===== src/shared/pmc_map.svh =====
// Register offsets, reset values and field positions of the port mode block
`ifndef PMC_MAP_SVH
`define PMC_MAP_SVH

// ----------------------------------------------------------------------
// Register offsets (8-bit register space)
// ----------------------------------------------------------------------
`define PMC_OFS_PORT0_LATCH 8'h80
`define PMC_OFS_PORT1_LATCH 8'h90
`define PMC_OFS_PORT2_LATCH 8'ha0
`define PMC_OFS_PORT3_LATCH 8'hb0
`define PMC_OFS_PORT4_MODE_LOW 8'hbe
`define PMC_OFS_PORT4_MODE_HIGH 8'hbf
`define PMC_OFS_PORT4_LATCH 8'hc0
`define PMC_OFS_PORT3_MODE_LOW 8'hc6
`define PMC_OFS_PORT3_MODE_HIGH 8'hc7
`define PMC_OFS_PORT2_MODE_LOW 8'hce
`define PMC_OFS_PORT2_MODE_HIGH 8'hcf
`define PMC_OFS_PORT1_MODE_LOW 8'hd6
`define PMC_OFS_PORT1_MODE_HIGH 8'hd7
`define PMC_OFS_PORT0_MODE_LOW 8'he6
`define PMC_OFS_PORT0_MODE_HIGH 8'he7

// ----------------------------------------------------------------------
// Reset values
// ----------------------------------------------------------------------
`define PMC_RST_LATCH 8'hff
// Tristate option programmed: input-only is high 1, low 0
`define PMC_RST_TRI_HIGH 8'hff
`define PMC_RST_TRI_LOW 8'h00
// Option clear, ports 1..4: quasi-bidirectional is 00
`define PMC_RST_QUASI_HIGH 8'h00
`define PMC_RST_QUASI_LOW 8'h00
// Option clear, port 0: open-drain is 11
`define PMC_RST_OPEN_HIGH 8'hff
`define PMC_RST_OPEN_LOW 8'hff
// Value returned for an unmapped read
`define PMC_RD_UNMAPPED 8'h00

// ----------------------------------------------------------------------
// Field positions
// ----------------------------------------------------------------------
`define PMC_UPPER_LSB 4
`define PMC_PORT_W 8
`define PMC_PORT_N 5

`endif


===== src/shared/pmc_pkg.sv =====
// Types shared by the port mode block
package pmc_pkg;

    // Pin operating mode; high register bit is the upper bit of the pair
    typedef enum logic [1:0] {
        PMC_QUASI = 2'h0,
        PMC_PUSH_PULL = 2'h1,
        PMC_INPUT_ONLY = 2'h2,
        PMC_OPEN_DRAIN = 2'h3
    } pmc_mode_t;

endpackage


===== src/hdl/pmc_pin_cell.sv =====
// One pin's driver decode from its two mode bits and its latch bit
`timescale 1ns/1ps
module pmc_pin_cell (
    // Configuration
    input wire logic mode_high_i,
    input wire logic mode_low_i,
    input wire logic latch_i,
    input wire logic pull_in_push_i,
    // Pad controls
    output logic out_o,
    output logic oe_o,
    output logic pullup_o
);
    pmc_pkg::pmc_mode_t mode;

    // Pair of mode bits, high register is the upper bit
    assign mode = pmc_pkg::pmc_mode_t'({mode_high_i, mode_low_i});

    // Driver decode; quasi drives low only, the pull-up gives the high
    always_comb begin
        out_o = 1'b0;
        oe_o = 1'b0;
        pullup_o = 1'b0;
        case (mode)
            pmc_pkg::PMC_QUASI: begin
                oe_o = ~latch_i;
                pullup_o = 1'b1;
            end
            pmc_pkg::PMC_PUSH_PULL: begin
                out_o = latch_i;
                oe_o = 1'b1;
                pullup_o = pull_in_push_i;
            end
            pmc_pkg::PMC_INPUT_ONLY: begin
                oe_o = 1'b0;
            end
            pmc_pkg::PMC_OPEN_DRAIN: begin
                oe_o = ~latch_i;
            end
            default: begin
                oe_o = 1'b0;
            end
        endcase
    end
endmodule


===== src/hdl/pmc_port_config.sv =====
// Mode and latch registers and pad control for five 8-bit ports
//
// Design decision made here: strobed register access.
`timescale 1ns/1ps
`include "pmc_map.svh"

// Operation
// - First four ports each selectable among four pin modes by software
// - Pin mode comes from same bit of the port's two mode registers
// - Tristate option set: all configurable pins input-only after reset
// - Option clear: second to fourth ports reset to quasi-bidirectional
// - Option clear: first port resets open-drain without pull-ups
// - Fifth port pins quasi-bidirectional regardless of registers, except upper pins while their dedicated use needs them
// - First port pull-ups on in quasi-bidirectional and push-pull modes
// - Fifth port upper pins replace latch, store-enable and crystal pins
// - Upper pins free for I/O only when their dedicated use is off
module pmc_port_config (
    // Clock and reset
    input wire logic clock_i,
    input wire logic rst_n_i,
    // Register port
    input wire logic [7:0] addr_i,
    input wire logic [7:0] wdata_i,
    input wire logic wr_i,
    input wire logic rd_i,
    output logic [7:0] rdata_o,
    // User option and dedicated-function needs
    input wire logic tristate_opt_i,
    input wire logic [3:0] dedicated_need_i,
    input wire logic [3:0] dedicated_out_i,
    input wire logic [3:0] dedicated_oe_i,
    // Pads, port n occupies bits 8n+7..8n
    input wire logic [39:0] pin_in_i,
    output logic [39:0] pin_out_o,
    output logic [39:0] pin_oe_o,
    output logic [39:0] pin_pullup_o,
    // Upper fifth-port pins released for general I/O
    output logic [3:0] upper_gpio_o
);
    // ------------------------------------------------------------------
    // Storage
    // ------------------------------------------------------------------
    logic [7:0] latch [0:4];
    logic [7:0] mode_low [0:4];
    logic [7:0] mode_high [0:4];
    logic opt_meta;
    logic opt_sync;
    logic [39:0] pin_meta;
    logic [39:0] pin_sync;
    logic [39:0] cell_out;
    logic [39:0] cell_oe;
    logic [39:0] cell_pullup;
    logic [39:0] next_out;
    logic [39:0] next_oe;
    logic [39:0] next_pullup;
    logic [7:0] next_rdata;

    // ------------------------------------------------------------------
    // Input synchronisers
    // ------------------------------------------------------------------
    // Option and pads come from outside the clock domain; not reset so
    // the option is already settled when reset picks its defaults
    always_ff @(posedge clock_i) begin
        opt_meta <= tristate_opt_i;
        opt_sync <= opt_meta;
    end

    // Pad levels for readback
    always_ff @(posedge clock_i) begin
        pin_meta <= pin_in_i;
        pin_sync <= pin_meta;
    end

    // ------------------------------------------------------------------
    // Pin latches
    // ------------------------------------------------------------------
    // Latches come up high so quasi pins float up after reset
    always_ff @(posedge clock_i) begin
        if (!rst_n_i) begin
            for (int i = 0; i < `PMC_PORT_N; i++) begin
                latch[i] <= `PMC_RST_LATCH;
            end
        end else if (wr_i) begin
            case (addr_i)
                `PMC_OFS_PORT0_LATCH: latch[0] <= wdata_i;
                `PMC_OFS_PORT1_LATCH: latch[1] <= wdata_i;
                `PMC_OFS_PORT2_LATCH: latch[2] <= wdata_i;
                `PMC_OFS_PORT3_LATCH: latch[3] <= wdata_i;
                `PMC_OFS_PORT4_LATCH: latch[4] <= wdata_i;
                default: begin
                end
            endcase
        end
    end

    // ------------------------------------------------------------------
    // Mode registers
    // ------------------------------------------------------------------
    // Reset default depends on the tristate option
    always_ff @(posedge clock_i) begin
        if (!rst_n_i) begin
            if (opt_sync) begin
                for (int i = 0; i < `PMC_PORT_N; i++) begin
                    mode_low[i] <= `PMC_RST_TRI_LOW;
                    mode_high[i] <= `PMC_RST_TRI_HIGH;
                end
            end else begin
                mode_low[0] <= `PMC_RST_OPEN_LOW;
                mode_high[0] <= `PMC_RST_OPEN_HIGH;
                for (int i = 1; i < `PMC_PORT_N; i++) begin
                    mode_low[i] <= `PMC_RST_QUASI_LOW;
                    mode_high[i] <= `PMC_RST_QUASI_HIGH;
                end
            end
        end else if (wr_i) begin
            // Software may change any pin mode of the first four ports at any time
            case (addr_i)
                `PMC_OFS_PORT0_MODE_LOW: mode_low[0] <= wdata_i;
                `PMC_OFS_PORT0_MODE_HIGH: mode_high[0] <= wdata_i;
                `PMC_OFS_PORT1_MODE_LOW: mode_low[1] <= wdata_i;
                `PMC_OFS_PORT1_MODE_HIGH: mode_high[1] <= wdata_i;
                `PMC_OFS_PORT2_MODE_LOW: mode_low[2] <= wdata_i;
                `PMC_OFS_PORT2_MODE_HIGH: mode_high[2] <= wdata_i;
                `PMC_OFS_PORT3_MODE_LOW: mode_low[3] <= wdata_i;
                `PMC_OFS_PORT3_MODE_HIGH: mode_high[3] <= wdata_i;
                `PMC_OFS_PORT4_MODE_LOW: mode_low[4] <= wdata_i;
                `PMC_OFS_PORT4_MODE_HIGH: mode_high[4] <= wdata_i;
                default: begin
                end
            endcase
        end
    end

    // ------------------------------------------------------------------
    // Per-pin driver decode
    // ------------------------------------------------------------------
    // Fifth port is fed a quasi pair whatever its registers hold; its
    // registers still store for software compatibility
    for (genvar p = 0; p < `PMC_PORT_N; p++) begin : g_port
        for (genvar b = 0; b < `PMC_PORT_W; b++) begin : g_bit
            logic m_high;
            logic m_low;
            // Same bit position of both registers forms the pair
            assign m_high = (p == 4) ? 1'b0 : mode_high[p][b];
            assign m_low = (p == 4) ? 1'b0 : mode_low[p][b];
            pmc_pin_cell u_cell (
                .mode_high_i(m_high),
                .mode_low_i(m_low),
                .latch_i(latch[p][b]),
                .pull_in_push_i((p == 0) ? 1'b1 : 1'b0),
                .out_o(cell_out[p*8+b]),
                .oe_o(cell_oe[p*8+b]),
                .pullup_o(cell_pullup[p*8+b])
            );
        end
    end

    // ------------------------------------------------------------------
    // Upper fifth-port pins
    // ------------------------------------------------------------------
    // A pin still needed by the clock or external memory stays with its
    // dedicated function; general I/O gets it only when that is off
    assign upper_gpio_o = ~dedicated_need_i;

    always_comb begin
        next_out = cell_out;
        next_oe = cell_oe;
        next_pullup = cell_pullup;
        for (int u = 0; u < 4; u++) begin
            if (dedicated_need_i[u]) begin
                next_out[32+`PMC_UPPER_LSB+u] = dedicated_out_i[u];
                next_oe[32+`PMC_UPPER_LSB+u] = dedicated_oe_i[u];
                next_pullup[32+`PMC_UPPER_LSB+u] = 1'b0;
            end
        end
    end

    // ------------------------------------------------------------------
    // Pad outputs
    // ------------------------------------------------------------------
    // Registered so pads see no decode glitches; all pads float in reset
    always_ff @(posedge clock_i) begin
        if (!rst_n_i) begin
            pin_out_o <= 40'h0;
            pin_oe_o <= 40'h0;
            pin_pullup_o <= 40'h0;
        end else begin
            pin_out_o <= next_out;
            pin_oe_o <= next_oe;
            pin_pullup_o <= next_pullup;
        end
    end

    // ------------------------------------------------------------------
    // Register readback
    // ------------------------------------------------------------------
    // Latch addresses read the pad level, as port reads do on this core;
    // a driven-low quasi pin therefore reads back low
    always_comb begin
        case (addr_i)
            `PMC_OFS_PORT0_LATCH: next_rdata = pin_sync[7:0];
            `PMC_OFS_PORT1_LATCH: next_rdata = pin_sync[15:8];
            `PMC_OFS_PORT2_LATCH: next_rdata = pin_sync[23:16];
            `PMC_OFS_PORT3_LATCH: next_rdata = pin_sync[31:24];
            `PMC_OFS_PORT4_LATCH: next_rdata = pin_sync[39:32];
            `PMC_OFS_PORT0_MODE_LOW: next_rdata = mode_low[0];
            `PMC_OFS_PORT0_MODE_HIGH: next_rdata = mode_high[0];
            `PMC_OFS_PORT1_MODE_LOW: next_rdata = mode_low[1];
            `PMC_OFS_PORT1_MODE_HIGH: next_rdata = mode_high[1];
            `PMC_OFS_PORT2_MODE_LOW: next_rdata = mode_low[2];
            `PMC_OFS_PORT2_MODE_HIGH: next_rdata = mode_high[2];
            `PMC_OFS_PORT3_MODE_LOW: next_rdata = mode_low[3];
            `PMC_OFS_PORT3_MODE_HIGH: next_rdata = mode_high[3];
            `PMC_OFS_PORT4_MODE_LOW: next_rdata = mode_low[4];
            `PMC_OFS_PORT4_MODE_HIGH: next_rdata = mode_high[4];
            default: next_rdata = `PMC_RD_UNMAPPED;
        endcase
    end

    // Read data stand only in the cycle after the strobe
    always_ff @(posedge clock_i) begin
        if (!rst_n_i) begin
            rdata_o <= 8'h00;
        end else if (rd_i) begin
            rdata_o <= next_rdata;
        end else begin
            rdata_o <= 8'h00;
        end
    end
endmodule


===== config.mk =====
export PLATFORM = sky130hd
export DESIGN_NAME = pmc_port_config
export DESIGN_NICKNAME = d
export VERILOG_FILES = /design/src/shared/pmc_pkg.sv /design/src/hdl/pmc_pin_cell.sv /design/src/hdl/pmc_port_config.sv
export VERILOG_INCLUDE_DIRS = /design/src /design/src/shared
export SDC_FILE = /design/constraint.sdc
export NUM_CORES = 1
export LEC_CHECK = 0
export BUFFER_PORTS_ARGS = -buffer_cell sky130_fd_sc_hd__buf_2
export CAP_MARGIN = 20
export CORE_MARGIN = 3
export CORE_UTILIZATION = 45
export DETAILED_ROUTE_END_ITERATION = 8
export PLACE_DENSITY_LB_ADDON = 0.2
export SYNTH_ARGS = -nofsm -noshare
export SYNTH_HDL_FRONTEND = slang
export SYNTH_SLANG_ARGS = --single-unit
export TNS_END_PERCENT = 5

===== constraint.sdc =====
create_clock -name clock_i -period 2.4 [get_ports clock_i]
set_input_delay 0.24 -clock clock_i [delete_from_list [all_inputs] [get_ports clock_i]]
set_output_delay 0.24 -clock clock_i [all_outputs]
set_load 0.02 [all_outputs]

==> flow_summary_export.csv <==
group,metric,value,unit
cts,cts-root-buf,"clkbuf_16",
power_and_ir_drop,p_sw,2.80,mW
synthesis,synthArstFlopShare,0,
detailed_routing,wl_per_cell,19.6,microns
placement,numPortBuffers,200,
global_route,antenna_found_initial,0,
detailed_routing,vias_per_cell,5.06,
placement,place_hpwl,23.1,mm
timing,max-slew-margin-rel,0.459,
setup_path,r2r-start,"mode_high[0][29]",
floorplanning,pin_count,205,
power_and_ir_drop,p_leak,6.84,nW
synthesis,synth_top_family_by_area,"simple AND/OR/NAND/NOR gates",
synthesis,synth_xor_area_frac,0,
global_route,grt_max_degree,69,
detailed_routing,wirelength,30.5,mm
synthesis,synth_compound_area_frac,0.0687,
setup_path,worstSetupStartpointType,"input port",
synthesis,syn_area,0.0119,sq mm
setup_path,crit_end,"mode_low[0][21]",
timing,finalCritPeriodShare,0.731,
power_and_ir_drop,pwr-share-seq,0.497,
synthesis,yosys_most_used_dff,"dfxtp_1",
setup_path,worst_setup_path_end_kind,"flip-flop",
timing,worstMarginPinSlew,0.807,ns
synthesis,synth_seq_cells,323,
final_layout,multi_input_area,0.00374,sq mm
power_and_ir_drop,combPwrFrac,0.073,
timing,fin_worst_skew,0.0230,ns
cts,cts.sinks,323,
power_and_ir_drop,intPower,9.54,mW
detailed_routing,drc,0,
global_route,grt-ovfl-total,0,
timing,finalSetupTns,0,ns
placement,finalWeightedCongestion,0.958,
timing,grt_setup_unrepaired,"no",
power_and_ir_drop,ir_worst_vdd,0.693,mV
setup_path,rrSetupSlack,0.88,ns
setup_path,rr_worst_depth,5,
setup_path,critPathArrivalTime,1.96,ns
floorplanning,num_rows,58,
synthesis,synth_area_per_cell,12.8,sq um
power_and_ir_drop,p_per_area,822,mW/mm^2
floorplanning,fp.dieH,169,microns
power_and_ir_drop,p_clk_frac,0.429,
detailed_routing,first_pass_iters,5,
detailed_routing,drtAntennaViolNets,0,
global_route,grt_pass1_wl,46.7,mm
global_route,grt_usage,0.214,
setup_path,cp_data_required_time,2.61,ns
synthesis,yosys.area_share.simple,0.106,
cts,clock_latency,0.52,ns
timing,period_minus_slack,1.75,ns
cts,numCtsBuffers,34,
timing,setup_violations,0,
global_route,first_global_vias,7896,
final_layout,regArea,0.00767,sq mm
final_layout,final_cell_mix,"dfxtp_1, buf_2, edfxtp_1",
setup_path,critPathKind,"in2reg",
floorplanning,start_util,0.465,
timing,final_hold_viol_count,0,
floorplanning,dieArea,0.0285,sq mm
final_layout,area_delta_synth_final,25.9,%
setup_path,cp-startpoint,"rst_n_i",
power_and_ir_drop,p_sw_frac,0.227,
synthesis,seq_area_frac_synth,0.643,
floorplanning,die_x,169,microns
cts,htreeDepth,2,
synthesis,synth_fa_ha_area_frac,0.101,
final_layout,antenna_cells,0,
synthesis,muxShareOfSynthArea,0.0368,
setup_path,rr_endpoint,"rdata_o[5]",
flow_run,cap_viol_max_count,0,
floorplanning,coreArea,0.0256,sq mm
power_and_ir_drop,p_total,12.3,mW
outcome,outcome,"finished, final reports clean",
final_layout,nFillCells,2094,
synthesis,synth_warnings,0,
final_layout,nets,1370,
timing,slew_violations,0,
final_layout,drive_above_1_share,0.244,
synthesis,synth-edff-count,120,
detailed_routing,drt_iter0_drc,663,
synthesis,synth_cell_type_count,53,
detailed_routing,vias,7872,
cts,cts_resized,0,
cts,clk_path_buf_depth,3,
final_layout,final_common_cell,"dfxtp_1",
cts,cts_tree,"done",
timing,fmax,570,MHz
synthesis,synthCells,928,
worst_hold_path,min_path_type,"in2reg",
cts,clk_pin_slew,0.06,ns
setup_path,cp_max_fo,19,
==> metrics by stage <==
stage                     cell area, sq um  cells  worst slack (ns)  utilization  hold WS, ns
after CTS                            15000   1557             0.727        0.586       0.0227
after global routing                 15000   1557             0.503        0.586       0.0708
after global placement               13400   1445             0.303        0.521        0.310
final                                15000   1557             0.645        0.586       0.0390
after floorplan                      11900    931             0.294            -        0.268
after detailed placement             13400   1445             0.227        0.521        0.312
==> cells in the mapped netlist, types with 3 or more instances <==
master / count / area (sq um)
buf_4: 8 / 60.1
and3_1: 37 / 231
a221oi_1: 7 / 61.3
o21a_1: 8 / 60.1
nor2b_1: 10 / 62.6
nor2_1: 27 / 101
mux2i_1: 36 / 360
mux2_2: 6 / 67.6
ha_1: 96 / 1200
nor3_1: 3 / 15.0
dfxtp_1: 203 / 4060
o21ai_1: 13 / 65.1
a22oi_1: 34 / 255
o32ai_1: 3 / 26.3
o22ai_1: 7 / 43.8
inv_1: 78 / 293
edfxtp_1: 120 / 3600
a21oi_1: 17 / 85.1
a31oi_1: 8 / 50.1
and4b_1: 4 / 40.0
nand3_1: 7 / 35.0
clkbuf_1: 20 / 75.1
and2_1: 69 / 432
or3_1: 16 / 100
o21ai_0: 12 / 60.1
buf_2: 16 / 80.1
nand2_1: 31 / 116
==> power by group through the flow <==
stage | Clock [mW] | Sequential, mW | Combinational (mW)
2_1_floorplan | 0 | 6.29 | 0.414
3_3_place_gp | 0 | 6.25 | 0.835
3_5_place_dp | 0 | 6.25 | 0.845
4_1_cts | 5.41 | 6.13 | 0.910
5_1_grt | 5.65 | 6.16 | 1.00
6_report | 5.30 | 6.13 | 0.907
==> cells by family (layout without fill, tap and decap cells) <==
logic type	after synthesis	in the layout
DFF	323	323
and+or+nand+nor	219	219
buffers and inverters	125	421
AOI/OAI and AO/OA	121	121
adders and majority gates	96	96
muxes	43	43
other	1	4
==> flip-flops by register name (all words and copies together) (netlist names) <==
| name | count |
|---|---|
| mode_high | 40 |
| opt_meta | 1 |
| pin_out_o | 36 |
| rdata_o | 8 |
| latch | 40 |
| mode_low | 40 |
| pin_pullup_o | 37 |
| pin_sync | 40 |
| pin_oe_o | 40 |
| pin_meta | 40 |
| opt_sync | 1 |
==> worst min path at each step <==
stage                            endpoint  cells past startpoint               from  slack [ns]
final                        pin_oe_o[37]                      4  dedicated_oe_i[1]        0.04
after global routing      mode_high[0][0]                      2         wdata_i[0]        0.07
after CTS                    pin_oe_o[37]                      4  dedicated_oe_i[1]        0.02
after detailed placement     pin_sync[21]                      0       pin_meta[21]        0.31
after global placement       pin_sync[11]                      0       pin_meta[11]        0.31
after floorplan                  opt_meta                      0     tristate_opt_i        0.27
==> layout make-up <==
type | count | share of cell area
inverter | 78 | 0.0195
tap | 330 | 0.0275
clock buffer | 49 | 0.0676
multi-input combinational | 483 | 0.249
sequential | 323 | 0.511
clock inverter | 13 | 0.00942
timing repair buffer | 281 | 0.116
==> metal layers <==
metal | part of all wire | vias to the layer above | global-route usage
li1 | - | 3743 | -
met1 | 0.42 | 3683 | 0.290
met2 | 0.47 | 383 | 0.349
met3 | 0.088 | 63 | 0.0434
met4 | 0.026 | 0 | 0.0655
met5 | 0 | - | 0
==> critical path: stages <==
cell and delay [ns]:
dlygate4sd3_1 0.56, buf_2 0.17, nand3_1 0.08, buf_4 0.21, or2_1 0.51, nor2_1 0.19
==> repair_timing <==
item | in CTS | in global routing
hold buffers | 50 | 0
endpoints found under the hold margin | 50 | 0
buffers inserted | 0 | 0
Note: power is estimated with default switching activity, not from simulation.
